==> config.mk <==
export PLATFORM = sky130hd
export DESIGN_NAME = dma_out_buffer_status
export DESIGN_NICKNAME = d
export VERILOG_FILES = /design/src/common/dma_out_pkg.sv /design/src/rtl/skid_buffer.sv /design/src/rtl/dma_out_buffer_status.sv
export SDC_FILE = /design/constraint.sdc
export NUM_CORES = 1
export LEC_CHECK = 0
export BUFFER_PORTS_ARGS = -buffer_cell sky130_fd_sc_hd__buf_2
export CAP_MARGIN = 20
export CORE_ASPECT_RATIO = 0.9
export CORE_MARGIN = 2
export CORE_UTILIZATION = 56
export DETAILED_ROUTE_END_ITERATION = 6
export PLACE_DENSITY = 0.84
export SLEW_MARGIN = 20
export SYNTH_ARGS = -nofsm -noshare
export SYNTH_HDL_FRONTEND = slang
export SYNTH_SLANG_ARGS = --single-unit
export TNS_END_PERCENT = 30
==> constraint.sdc <==
create_clock -name clk_in -period 4.9 [get_ports clk_in]
set_clock_uncertainty 0.15 [all_clocks]
set_input_delay 0.49 -clock clk_in [delete_from_list [all_inputs] [get_ports clk_in]]
set_output_delay 0.49 -clock clk_in [all_outputs]
set_load 0.005 [all_outputs]
==> src/common/dma_out_pkg.sv <==
// Package: register map, reset values and carriers for the DMA OUT status block
package dma_out_pkg;
    localparam int ADDR_W = 16;
    localparam int PTR_W = 11;
    localparam int CNT_W = 16;
    localparam int CH_N = 2;
    localparam logic [15:0] CH1_READ_INDEX_LOW = 16'hffb6;
    localparam logic [15:0] CH1_READ_INDEX_HIGH = 16'hffb5;
    localparam logic [15:0] CH1_WRITE_INDEX_HIGH = 16'hffb7;
    localparam logic [15:0] CH1_WRITE_INDEX_LOW = 16'hffb8;
    localparam logic [15:0] CH0_READ_INDEX_HIGH = 16'hffb9;
    localparam logic [15:0] CH0_READ_INDEX_LOW = 16'hffba;
    localparam logic [15:0] CH0_WRITE_INDEX_HIGH = 16'hffbb;
    localparam logic [15:0] CH0_WRITE_INDEX_LOW = 16'hffbc;
    localparam logic [15:0] CH0_FILL_BYTES_LOW = 16'hffeb;
    localparam logic [15:0] CH0_FILL_BYTES_HIGH = 16'hffec;
    localparam logic [15:0] BULK_PACKET_TOTAL_HIGH = 16'hfff1;
    localparam logic [15:0] BULK_PACKET_TOTAL_LOW = 16'hfff2;
    localparam logic [15:0] CH1_FILL_BYTES_LOW = 16'hfff3;
    localparam logic [15:0] CH1_FILL_BYTES_HIGH = 16'hfff4;
    localparam logic [7:0] REG_RESET = 8'h00;
    localparam int HIGH_PTR_LSB = 8;
    localparam int HIGH_PTR_BITS = 3;
    localparam int BUF_DEPTH = 2;

    // Byte moved out of the buffer to the codec port
    typedef struct packed {
        logic [7:0] data;
        logic last;
    } out_byte_t;

    // Microcontroller register access
    typedef struct packed {
        logic [15:0] addr;
        logic [7:0] wdata;
        logic wr;
        logic rd;
    } reg_req_t;
endpackage

==> src/rtl/skid_buffer.sv <==
// Two-entry buffer with valid and ready on both sides
`timescale 1ns/10ps
module skid_buffer #(
    parameter int DEPTH = 2
) (
    // Clock and reset
    input wire logic clk_in,
    input wire logic reset_in,
    // Filling side
    input wire logic in_valid_in,
    input wire dma_out_pkg::out_byte_t in_data_in,
    output logic in_ready_out,
    // Draining side
    output logic out_valid_out,
    output dma_out_pkg::out_byte_t out_data_out,
    input wire logic out_ready_in
);
    dma_out_pkg::out_byte_t mem_r [DEPTH];
    dma_out_pkg::out_byte_t mem_nxt [DEPTH];
    logic [1:0] cnt_r;
    logic [1:0] cnt_nxt;
    logic wp_r;
    logic wp_nxt;
    logic rp_r;
    logic rp_nxt;
    logic push;
    logic pop;

    assign in_ready_out = (cnt_r != 2'(DEPTH));
    assign out_valid_out = (cnt_r != 2'h0);
    assign out_data_out = mem_r[rp_r];
    assign push = in_valid_in && in_ready_out;
    assign pop = out_valid_out && out_ready_in;

    always_comb begin
        mem_nxt = mem_r;
        wp_nxt = wp_r;
        rp_nxt = rp_r;
        cnt_nxt = cnt_r;
        if (push) begin
            mem_nxt[wp_r] = in_data_in;
            wp_nxt = ~wp_r;
        end
        if (pop) begin
            rp_nxt = ~rp_r;
        end
        cnt_nxt = cnt_r + 2'(push) - 2'(pop);
    end

    always_ff @(posedge clk_in) begin
        if (reset_in) begin
            for (int i = 0; i < DEPTH; i++) begin
                mem_r[i] <= '0;
            end
            cnt_r <= 2'h0;
            wp_r <= 1'b0;
            rp_r <= 1'b0;
        end else begin
            mem_r <= mem_nxt;
            cnt_r <= cnt_nxt;
            wp_r <= wp_nxt;
            rp_r <= rp_nxt;
        end
    end
endmodule

==> src/rtl/dma_out_buffer_status.sv <==
// DMA OUT channel status: fill counts, bulk packet total, buffer indices
`timescale 1ns/10ps
// Summary of operation
// - Each isochronous OUT channel reports buffer bytes as 16-bit low and high bytes.
// - Byte count is captured at each start of frame and held that frame.
// - A 16-bit read/write bulk packet total for handshake mode, up to 64K.
// - Packet total reads back its current value at any time.
// - Write index exposed per channel: low byte, and bits 2:0 of high byte.
// - Write index bytes read without side effects and ignore writes.
// - Each channel's read index low byte is read-only and always readable.
// - Read and write index share one 11-bit space; difference is the fill.
// - Read index upper 3 bits sit read-only in bits 2:0 of a high byte.
// - Handshake mode moves one bulk packet, clears enable, raises an interrupt.
module dma_out_buffer_status #(
    parameter int PTR_W = dma_out_pkg::PTR_W
) (
    // Clock and reset
    input wire logic clk_in,
    input wire logic reset_in,
    // Microcontroller register port
    input wire dma_out_pkg::reg_req_t reg_req_in,
    output logic [7:0] reg_rdata_out,
    // USB buffer manager side
    input wire logic sof_in,
    input wire logic [1:0] usb_buffer_manager_write_in,
    // Per-channel data movers
    input wire logic [1:0] byte_valid_in,
    input wire logic [7:0] byte_data_in [2],
    input wire logic [1:0] byte_last_in,
    output logic [1:0] byte_ready_out,
    // Channel control
    input wire logic [1:0] channel_enable_set_in,
    input wire logic [1:0] handshake_mode_enable_in,
    output logic [1:0] channel_enable_out,
    output logic [1:0] packet_done_irq_out,
    // Codec port side
    output logic [1:0] codec_valid_out,
    output dma_out_pkg::out_byte_t codec_data_out [2],
    input wire logic [1:0] codec_ready_in
);
    // Per-channel indices and the fill captured at start of frame
    logic [PTR_W-1:0] wr_idx_r [2];
    logic [PTR_W-1:0] wr_idx_nxt [2];
    logic [PTR_W-1:0] rd_idx_r [2];
    logic [PTR_W-1:0] rd_idx_nxt [2];
    logic [15:0] fill_r [2];
    logic [15:0] fill_nxt [2];
    logic [1:0] en_r;
    logic [1:0] en_nxt;
    logic [1:0] irq_r;
    logic [1:0] irq_nxt;
    // Software-owned total and the registered read answer
    logic [15:0] total_r;
    logic [15:0] total_nxt;
    logic [7:0] rdata_r;
    logic [7:0] rdata_nxt;
    logic [1:0] moved;
    logic [1:0] buf_ready;
    dma_out_pkg::out_byte_t buf_in [2];

    // Per-channel movement path and buffer
    for (genvar c = 0; c < 2; c++) begin : g_ch
        assign buf_in[c] = '{data: byte_data_in[c], last: byte_last_in[c]};
        // Data moves only while the channel is enabled; a stall on the codec
        // side back-pressures the mover through the two-entry buffer
        assign byte_ready_out[c] = buf_ready[c] && en_r[c];
        assign moved[c] = byte_valid_in[c] && byte_ready_out[c];
        // Read index counts bytes into the buffer, not bytes the codec has taken
        skid_buffer #(.DEPTH(dma_out_pkg::BUF_DEPTH)) skid_buffer_i (
            .clk_in(clk_in),
            .reset_in(reset_in),
            .in_valid_in(moved[c]),
            .in_data_in(buf_in[c]),
            .in_ready_out(buf_ready[c]),
            .out_valid_out(codec_valid_out[c]),
            .out_data_out(codec_data_out[c]),
            .out_ready_in(codec_ready_in[c])
        );
    end

    assign channel_enable_out = en_r;
    assign packet_done_irq_out = irq_r;
    assign reg_rdata_out = rdata_r;

    // Index, fill and enable state
    // The capture reads the indices as they stood before this edge, so a byte
    // that moves in the start-of-frame cycle is counted in the next frame
    always_comb begin
        en_nxt = en_r;
        irq_nxt = 2'h0;
        for (int c = 0; c < 2; c++) begin
            wr_idx_nxt[c] = wr_idx_r[c];
            rd_idx_nxt[c] = rd_idx_r[c];
            fill_nxt[c] = fill_r[c];
            if (usb_buffer_manager_write_in[c]) begin
                wr_idx_nxt[c] = wr_idx_r[c] + 1'b1;
            end
            if (moved[c]) begin
                rd_idx_nxt[c] = rd_idx_r[c] + 1'b1;
                if (handshake_mode_enable_in[c] && byte_last_in[c]) begin
                    en_nxt[c] = 1'b0;
                    irq_nxt[c] = 1'b1;
                end
            end
            if (sof_in) begin
                // Same 11-bit space, so the modulo difference is the fill
                fill_nxt[c] = 16'(PTR_W'(wr_idx_r[c] - rd_idx_r[c]));
            end
            // A set in the packet-end cycle wins, so a re-arm for the next
            // handshake packet is never lost
            if (channel_enable_set_in[c]) begin
                en_nxt[c] = 1'b1;
            end
        end
    end

    always_ff @(posedge clk_in) begin
        if (reset_in) begin
            for (int c = 0; c < 2; c++) begin
                wr_idx_r[c] <= '0;
                rd_idx_r[c] <= '0;
                fill_r[c] <= 16'h0000;
            end
            en_r <= 2'h0;
            irq_r <= 2'h0;
        end else begin
            wr_idx_r <= wr_idx_nxt;
            rd_idx_r <= rd_idx_nxt;
            fill_r <= fill_nxt;
            en_r <= en_nxt;
            irq_r <= irq_nxt;
        end
    end

    // Register read and write; total is software-owned, software loads it
    // before setting enable
    always_comb begin
        total_nxt = total_r;
        // The answer stands for the one cycle after the read and is zero otherwise
        rdata_nxt = 8'h00;
        if (reg_req_in.wr) begin
            // Only the total is writable; index and fill bytes ignore writes
            if (reg_req_in.addr == dma_out_pkg::BULK_PACKET_TOTAL_LOW) begin
                total_nxt[7:0] = reg_req_in.wdata;
            end
            if (reg_req_in.addr == dma_out_pkg::BULK_PACKET_TOTAL_HIGH) begin
                total_nxt[15:8] = reg_req_in.wdata;
            end
        end
        if (reg_req_in.rd) begin
            unique case (reg_req_in.addr)
                dma_out_pkg::CH0_FILL_BYTES_LOW: rdata_nxt = fill_r[0][7:0];
                dma_out_pkg::CH0_FILL_BYTES_HIGH: rdata_nxt = fill_r[0][15:8];
                dma_out_pkg::CH1_FILL_BYTES_LOW: rdata_nxt = fill_r[1][7:0];
                dma_out_pkg::CH1_FILL_BYTES_HIGH: rdata_nxt = fill_r[1][15:8];
                dma_out_pkg::BULK_PACKET_TOTAL_LOW: rdata_nxt = total_r[7:0];
                dma_out_pkg::BULK_PACKET_TOTAL_HIGH: rdata_nxt = total_r[15:8];
                dma_out_pkg::CH0_WRITE_INDEX_LOW: rdata_nxt = wr_idx_r[0][7:0];
                dma_out_pkg::CH0_WRITE_INDEX_HIGH: rdata_nxt = {5'h00, wr_idx_r[0][10:8]};
                dma_out_pkg::CH1_WRITE_INDEX_LOW: rdata_nxt = wr_idx_r[1][7:0];
                dma_out_pkg::CH1_WRITE_INDEX_HIGH: rdata_nxt = {5'h00, wr_idx_r[1][10:8]};
                dma_out_pkg::CH0_READ_INDEX_LOW: rdata_nxt = rd_idx_r[0][7:0];
                dma_out_pkg::CH0_READ_INDEX_HIGH: rdata_nxt = {5'h00, rd_idx_r[0][10:8]};
                dma_out_pkg::CH1_READ_INDEX_LOW: rdata_nxt = rd_idx_r[1][7:0];
                dma_out_pkg::CH1_READ_INDEX_HIGH: rdata_nxt = {5'h00, rd_idx_r[1][10:8]};
                // Unmapped offsets read as zero
                default: rdata_nxt = 8'h00;
            endcase
        end
    end

    always_ff @(posedge clk_in) begin
        if (reset_in) begin
            total_r <= 16'h0000;
            rdata_r <= 8'h00;
        end else begin
            total_r <= total_nxt;
            rdata_r <= rdata_nxt;
        end
    end

    // Checks
    a_fill_held_frame: assert property (@(posedge clk_in) disable iff (reset_in)
        !sof_in |=> $stable(fill_r[0])) else $error("fill count changed mid frame");
    a_fill_sof_capture: assert property (@(posedge clk_in) disable iff (reset_in)
        sof_in |=> fill_r[0] == 16'(PTR_W'($past(wr_idx_r[0]) - $past(rd_idx_r[0]))))
        else $error("fill count not captured at frame start");
    a_total_low_write: assert property (@(posedge clk_in) disable iff (reset_in)
        reg_req_in.wr && reg_req_in.addr == dma_out_pkg::BULK_PACKET_TOTAL_LOW
        |=> total_r[7:0] == $past(reg_req_in.wdata)) else $error("total low not written");
    a_total_readback: assert property (@(posedge clk_in) disable iff (reset_in)
        reg_req_in.rd && reg_req_in.addr == dma_out_pkg::BULK_PACKET_TOTAL_HIGH
        |=> rdata_r == $past(total_r[15:8])) else $error("total readback wrong");
    a_wr_index_high: assert property (@(posedge clk_in) disable iff (reset_in)
        reg_req_in.rd && reg_req_in.addr == dma_out_pkg::CH0_WRITE_INDEX_HIGH
        |=> rdata_r[7:3] == 5'h00 && rdata_r[2:0] == $past(wr_idx_r[0][10:8]))
        else $error("write index high byte wrong");
    a_wr_index_static: assert property (@(posedge clk_in) disable iff (reset_in)
        !usb_buffer_manager_write_in[0] |=> $stable(wr_idx_r[0])) else $error("write index moved");
    a_rd_index_low: assert property (@(posedge clk_in) disable iff (reset_in)
        reg_req_in.rd && reg_req_in.addr == dma_out_pkg::CH1_READ_INDEX_LOW
        |=> rdata_r == $past(rd_idx_r[1][7:0])) else $error("read index low byte wrong");
    a_rd_index_high: assert property (@(posedge clk_in) disable iff (reset_in)
        reg_req_in.rd && reg_req_in.addr == dma_out_pkg::CH0_READ_INDEX_HIGH
        |=> rdata_r == {5'h00, $past(rd_idx_r[0][10:8])}) else $error("read index high byte wrong");
    a_handshake_stop: assert property (@(posedge clk_in) disable iff (reset_in)
        moved[0] && handshake_mode_enable_in[0] && byte_last_in[0] && !channel_enable_set_in[0]
        |=> !en_r[0] && irq_r[0] ##1 !irq_r[0]) else $error("handshake packet end not handled");
    a_rd_index_wrap: assert property (@(posedge clk_in) disable iff (reset_in)
        moved[1] && rd_idx_r[1] == 11'h7ff |=> rd_idx_r[1] == 11'h000)
        else $error("read index did not wrap");
    a_index_space: assert property (@(posedge clk_in) disable iff (reset_in)
        sof_in |=> fill_r[1] == 16'(PTR_W'($past(wr_idx_r[1]) - $past(rd_idx_r[1]))))
        else $error("fill estimate not the index difference");

    // Hold on channel 1, and every fill byte readback
    a_fill_held_ch1: assert property (@(posedge clk_in) disable iff (reset_in)
        !sof_in |=> $stable(fill_r[1])) else $error("channel 1 fill count changed mid frame");
    a_fill_low_read: assert property (@(posedge clk_in) disable iff (reset_in)
        reg_req_in.rd && reg_req_in.addr == dma_out_pkg::CH0_FILL_BYTES_LOW
        |=> rdata_r == $past(fill_r[0][7:0])) else $error("fill low byte readback wrong");
    a_fill_high_read: assert property (@(posedge clk_in) disable iff (reset_in)
        reg_req_in.rd && reg_req_in.addr == dma_out_pkg::CH0_FILL_BYTES_HIGH
        |=> rdata_r == $past(fill_r[0][15:8])) else $error("fill high byte readback wrong");
    a_fill1_low_read: assert property (@(posedge clk_in) disable iff (reset_in)
        reg_req_in.rd && reg_req_in.addr == dma_out_pkg::CH1_FILL_BYTES_LOW
        |=> rdata_r == $past(fill_r[1][7:0])) else $error("channel 1 fill low byte readback wrong");
    a_fill1_high_read: assert property (@(posedge clk_in) disable iff (reset_in)
        reg_req_in.rd && reg_req_in.addr == dma_out_pkg::CH1_FILL_BYTES_HIGH
        |=> rdata_r == $past(fill_r[1][15:8])) else $error("channel 1 fill high byte readback wrong");

    // The total belongs to software: only its own writes move it
    a_total_high_write: assert property (@(posedge clk_in) disable iff (reset_in)
        reg_req_in.wr && reg_req_in.addr == dma_out_pkg::BULK_PACKET_TOTAL_HIGH
        |=> total_r[15:8] == $past(reg_req_in.wdata)) else $error("total high not written");
    a_total_held: assert property (@(posedge clk_in) disable iff (reset_in)
        !reg_req_in.wr |=> $stable(total_r)) else $error("total changed without a write");
    a_total_low_read: assert property (@(posedge clk_in) disable iff (reset_in)
        reg_req_in.rd && reg_req_in.addr == dma_out_pkg::BULK_PACKET_TOTAL_LOW
        |=> rdata_r == $past(total_r[7:0])) else $error("total low readback wrong");

    // Index bytes read back the live position, upper bits padded with zeros
    a_wr_index_low: assert property (@(posedge clk_in) disable iff (reset_in)
        reg_req_in.rd && reg_req_in.addr == dma_out_pkg::CH0_WRITE_INDEX_LOW
        |=> rdata_r == $past(wr_idx_r[0][7:0])) else $error("write index low byte wrong");
    a_wr1_index_low: assert property (@(posedge clk_in) disable iff (reset_in)
        reg_req_in.rd && reg_req_in.addr == dma_out_pkg::CH1_WRITE_INDEX_LOW
        |=> rdata_r == $past(wr_idx_r[1][7:0])) else $error("channel 1 write index low byte wrong");
    a_wr1_index_high: assert property (@(posedge clk_in) disable iff (reset_in)
        reg_req_in.rd && reg_req_in.addr == dma_out_pkg::CH1_WRITE_INDEX_HIGH
        |=> rdata_r == {5'h00, $past(wr_idx_r[1][10:8])}) else $error("channel 1 write index high byte wrong");
    a_wr1_index_static: assert property (@(posedge clk_in) disable iff (reset_in)
        !usb_buffer_manager_write_in[1] |=> $stable(wr_idx_r[1])) else $error("channel 1 write index moved");
    a_rd0_index_low: assert property (@(posedge clk_in) disable iff (reset_in)
        reg_req_in.rd && reg_req_in.addr == dma_out_pkg::CH0_READ_INDEX_LOW
        |=> rdata_r == $past(rd_idx_r[0][7:0])) else $error("channel 0 read index low byte wrong");
    a_rd_index_static: assert property (@(posedge clk_in) disable iff (reset_in)
        !moved[0] |=> $stable(rd_idx_r[0])) else $error("read index moved without a byte");
    a_rd1_index_static: assert property (@(posedge clk_in) disable iff (reset_in)
        !moved[1] |=> $stable(rd_idx_r[1])) else $error("channel 1 read index moved without a byte");
    a_rd1_index_high: assert property (@(posedge clk_in) disable iff (reset_in)
        reg_req_in.rd && reg_req_in.addr == dma_out_pkg::CH1_READ_INDEX_HIGH
        |=> rdata_r == {5'h00, $past(rd_idx_r[1][10:8])}) else $error("channel 1 read index high byte wrong");

    // Each index steps by one per byte and wraps at the top of the 11-bit space
    a_wr_index_step: assert property (@(posedge clk_in) disable iff (reset_in)
        usb_buffer_manager_write_in[0]
        |=> wr_idx_r[0] == PTR_W'($past(wr_idx_r[0]) + 1'b1)) else $error("write index did not step");
    a_wr1_index_step: assert property (@(posedge clk_in) disable iff (reset_in)
        usb_buffer_manager_write_in[1]
        |=> wr_idx_r[1] == PTR_W'($past(wr_idx_r[1]) + 1'b1)) else $error("channel 1 write index did not step");
    a_rd_index_step: assert property (@(posedge clk_in) disable iff (reset_in)
        moved[0]
        |=> rd_idx_r[0] == PTR_W'($past(rd_idx_r[0]) + 1'b1)) else $error("read index did not step");
    a_rd1_index_step: assert property (@(posedge clk_in) disable iff (reset_in)
        moved[1]
        |=> rd_idx_r[1] == PTR_W'($past(rd_idx_r[1]) + 1'b1)) else $error("channel 1 read index did not step");
    a_wr_index_wrap: assert property (@(posedge clk_in) disable iff (reset_in)
        usb_buffer_manager_write_in[1] && wr_idx_r[1] == 11'h7ff
        |=> wr_idx_r[1] == 11'h000) else $error("write index did not wrap");

    // Handshake end of packet on channel 1, and where the interrupt comes from
    a_handshake_stop_ch1: assert property (@(posedge clk_in) disable iff (reset_in)
        moved[1] && handshake_mode_enable_in[1] && byte_last_in[1] && !channel_enable_set_in[1]
        |=> !en_r[1] && irq_r[1] ##1 !irq_r[1]) else $error("channel 1 packet end not handled");
    a_irq_cause: assert property (@(posedge clk_in) disable iff (reset_in)
        irq_r[0]
        |-> $past(moved[0] && handshake_mode_enable_in[0] && byte_last_in[0])) else $error("stray interrupt");
    a_irq_cause_ch1: assert property (@(posedge clk_in) disable iff (reset_in)
        irq_r[1]
        |-> $past(moved[1] && handshake_mode_enable_in[1] && byte_last_in[1])) else $error("stray channel 1 interrupt");
    a_irq_needs_enable: assert property (@(posedge clk_in) disable iff (reset_in)
        irq_r[0]
        |-> !en_r[0] || $past(channel_enable_set_in[0])) else $error("enable kept after packet end");
    a_stream_keeps_enable: assert property (@(posedge clk_in) disable iff (reset_in)
        moved[1] && !handshake_mode_enable_in[1]
        |=> en_r[1]) else $error("enable dropped outside handshake mode");
    a_enable_set_wins: assert property (@(posedge clk_in) disable iff (reset_in)
        channel_enable_set_in[0]
        |=> en_r[0]) else $error("enable set was lost");
    a_enable_held: assert property (@(posedge clk_in) disable iff (reset_in)
        en_r[0] && !moved[0]
        |=> en_r[0]) else $error("enable dropped without a packet end");
    a_enable_held_ch1: assert property (@(posedge clk_in) disable iff (reset_in)
        en_r[1] && !moved[1]
        |=> en_r[1]) else $error("channel 1 enable dropped without a packet end");
endmodule

==> flow_metrics.env <==
export IMPL_h_tree_depth=4
export IMPL_die_area_um2=13800
export IMPL_grt_pass1_vias=5884
export IMPL_wl_per_cell_um=16.0
export IMPL_met1_usage=0.357
export IMPL_io_buffers=90
export IMPL_ctsResizeCount=0
export IMPL_yosys_cell_count_top_type="dfxtp_1"
export IMPL_gp_congestion=0.965
export IMPL_rsz0062_at_grt="false"
export IMPL_hold_ws_ns=0.119
export IMPL_via_count=6334
export IMPL_layout_setup_ws_ns=2.05
export IMPL_tns_ns=0
export IMPL_dpl_hpwl_mm=12.2
export IMPL_ioPinCount=91
export IMPL_syn_area_per_cell_um2=8.47
export IMPL_synth_cells=849
export IMPL_use_met3=0.0712
export IMPL_worstSkewPairLatency_ns=0.42
export IMPL_async_flop_share=0
export IMPL_synth_compound_area_frac=0.139
export IMPL_power_leakage_nw=3.34
export IMPL_synth_top_cell_area_share=0.384
export IMPL_core_um2=12600
export IMPL_grt_max_degree=103
export IMPL_total_power_mw=2.99
export IMPL_synthSimpleGateAreaFrac=0.224
export IMPL_final_util=0.657
export IMPL_slew_headroom=0.294
export IMPL_required_ns=5.06
export IMPL_p_per_area_nw_per_um2=360
export IMPL_synthXorXnorAreaFrac=0.0645
export IMPL_grt_met2_usage=0.407
export IMPL_ys_flop_type="dfxtp_1"
export IMPL_synthDistinctLibCells=72
export IMPL_crit_path_cell_trace="ha_1, inv_1, fa_1, a211oi_1, nor2_1, o21a_1, o41ai_1, mux2_1, a31o_1"
export IMPL_path_delay_family="compound AO/OA/AOI/OAI gates"
export IMPL_drt_initial_drc_count=565
export IMPL_peakVddDrop_uv=233
export IMPL_crit_fanout=5
export IMPL_grt_pass1_wl_mm=28.8
export IMPL_synth_fa_ha_area_frac=0.0543
export IMPL_seq_area_frac_synth=0.384
export IMPL_drive_above_1_share=0.168
export IMPL_die_w_um=123
export IMPL_synth_largest_area_cell="dfxtp_1"
export IMPL_root_buffer="clkbuf_16"
export IMPL_worst_path_max_delay_cell="fa_1"
export IMPL_setup_violations_final=0
export IMPL_initial_core_util=0.569
export IMPL_worstReg2RegStart="rd_idx_r[11]"
export IMPL_path_buf_inv=1
export IMPL_period_minus_slack_ns=2.85
export IMPL_synth_top_family_by_area="simple AND/OR/NAND/NOR gates"
export IMPL_busiest_layer="met2"
export IMPL_cts_made_buffers=17
export IMPL_cts_sinks=138
export IMPL_dr_pass1_iters=7
export IMPL_post_cts_buffers=0
export IMPL_grt_usage=0.264
export IMPL_hold_viol=0
export IMPL_grt_antenna_before_repair=0
export IMPL_finalNetCount=1007
export IMPL_timing_final_crit_share=0.582
export IMPL_cts_tree="built"
export IMPL_synth_edff_count=0
export IMPL_synthTopCellsByArea="dfxtp_1 38%, nand2_1 5.9%, ha_1 4.9%, nor2_1 4.9%, mux2i_1 4.3%"
export IMPL_diodes=0
export IMPL_tightest_slew_ns=1.06
export IMPL_instances_no_fill=1096
export IMPL_cts_buffer_depth=2
export IMPL_fmax_mhz=350
export IMPL_crit_path_end_kind="register"
export IMPL_vias_per_cell=5.78
export IMPL_synth_area_um2=7190
export IMPL_grt_overflow=0
export IMPL_start_kind="register"
export IMPL_synth_warnings=0
export IMPL_synthToLayoutAreaGrowth_pct=15.4
export IMPL_die_h_um=112
export IMPL_status="complete, no violations"
export IMPL_core_rowCount=39
export IMPL_maxCapViolations=0
export IMPL_clkTransAtPathRegs_ns=0.06
export IMPL_hp_class="primary input to register"
export IMPL_wl_mm=17.5
export IMPL_hold_buffers=0
export IMPL_synth_common_cells="138 x dfxtp_1, 114 x nand2_1, 93 x nor2_1"
export IMPL_worstSetupPathType="register to register"
export IMPL_final_area_um2=8300
export IMPL_arrival_ns=3.02
export IMPL_hold_path_startpoint="channel_enable_set_in[0]"
export IMPL_numPlacedInstances=1065
export IMPL_max_stage_delay_ns=0.43
export IMPL_drtAntennaViolNets=0
export IMPL_synth_mux_area_frac=0.0885
export IMPL_post_dp_cell_area_um2=7670
export IMPL_crit_start="rd_idx_r[11]"
export IMPL_ys_ff_latch=138
export IMPL_dp_slack_ns=2.10
export IMPL_drv_slew=0
export IMPL_synthesis_nets=936
export IMPL_drcViolationCount=0
## cell families after synthesis
group                    after synthesis
buffers and inverters                 76
XOR/XNOR                              53
AO/OA/AOI/OAI                        156
AND/OR/NAND/NOR                      337
adder cells (fa/ha/maj)               30
multiplexers                          59
flip-flops                           138
## worst paths after layout
kind / end / slack, ns / depth (start not counted)
setup / recovery: fill_r[24] / 2.05 / 9
hold / removal: channel_enable_out[0] / 0.12 / 3
setup reg to reg: fill_r[24] / 2.05 / 9
hold reg to reg: g_ch[1].skid_buffer_i.mem_r[3] / 0.30 / 2
## final cells by class
type                       instances  area [um2]
sequential                       138        2760
clock buffer                      20         437
timing repair buffer              91         460
clock inverter                    11         196
multi-input combinational        635        4100
inverter                          37         139
fill                            1032        4340
tap                              164         205
## power by group
| group | internal [mW] | switching (mW) | total [mW] |
|---|---|---|---|
| Combinational | 0.175 | 0.204 | 0.379 |
| Sequential | 1.18 | 0.0614 | 1.24 |
| Clock | 0.900 | 0.475 | 1.38 |
## state kept, by name, summed over array words and instances, names as in the netlist
| name | cells |
|---|---|
| g_ch.skid_buffer_i.mem_r | 36 |
| fill_r | 22 |
| rd_idx_r | 22 |
| wr_idx_r | 22 |
| total_r | 16 |
| reg_rdata_out | 8 |
| g_ch.skid_buffer_i.cnt_r | 4 |
| channel_enable_out | 2 |
| g_ch.skid_buffer_i.rp_r | 2 |
| g_ch.skid_buffer_i.wp_r | 2 |
| packet_done_irq_out | 2 |
## per-layer routing
layer,part of all wire,up-vias
met5,0,-
met4,0.020,0
met3,0.077,33
met2,0.45,254
met1,0.45,2929
li1,-,3118
## layout by cell type, fill, tap and decap left out, types with 15 or more instances in the layout
master	count
nand3_1	38
mux2i_1	31
ha_1	28
o21ai_0	17
inv_1	34
buf_2	89
mux2_2	19
a21oi_1	60
dfxtp_1	138
nor3_1	15
nor2_1	93
clkbuf_16	17
xor2_1	21
nand2_1	114
xnor2_1	32
## tightest hold or removal path: cells and delay by family
kind,cells,cell delay (ns)
buffers and inverters,1,0.07
and+or+nand+nor,1,0.06
AOI/OAI and AO/OA,1,0.03
Power figures use the tool's default switching activity.
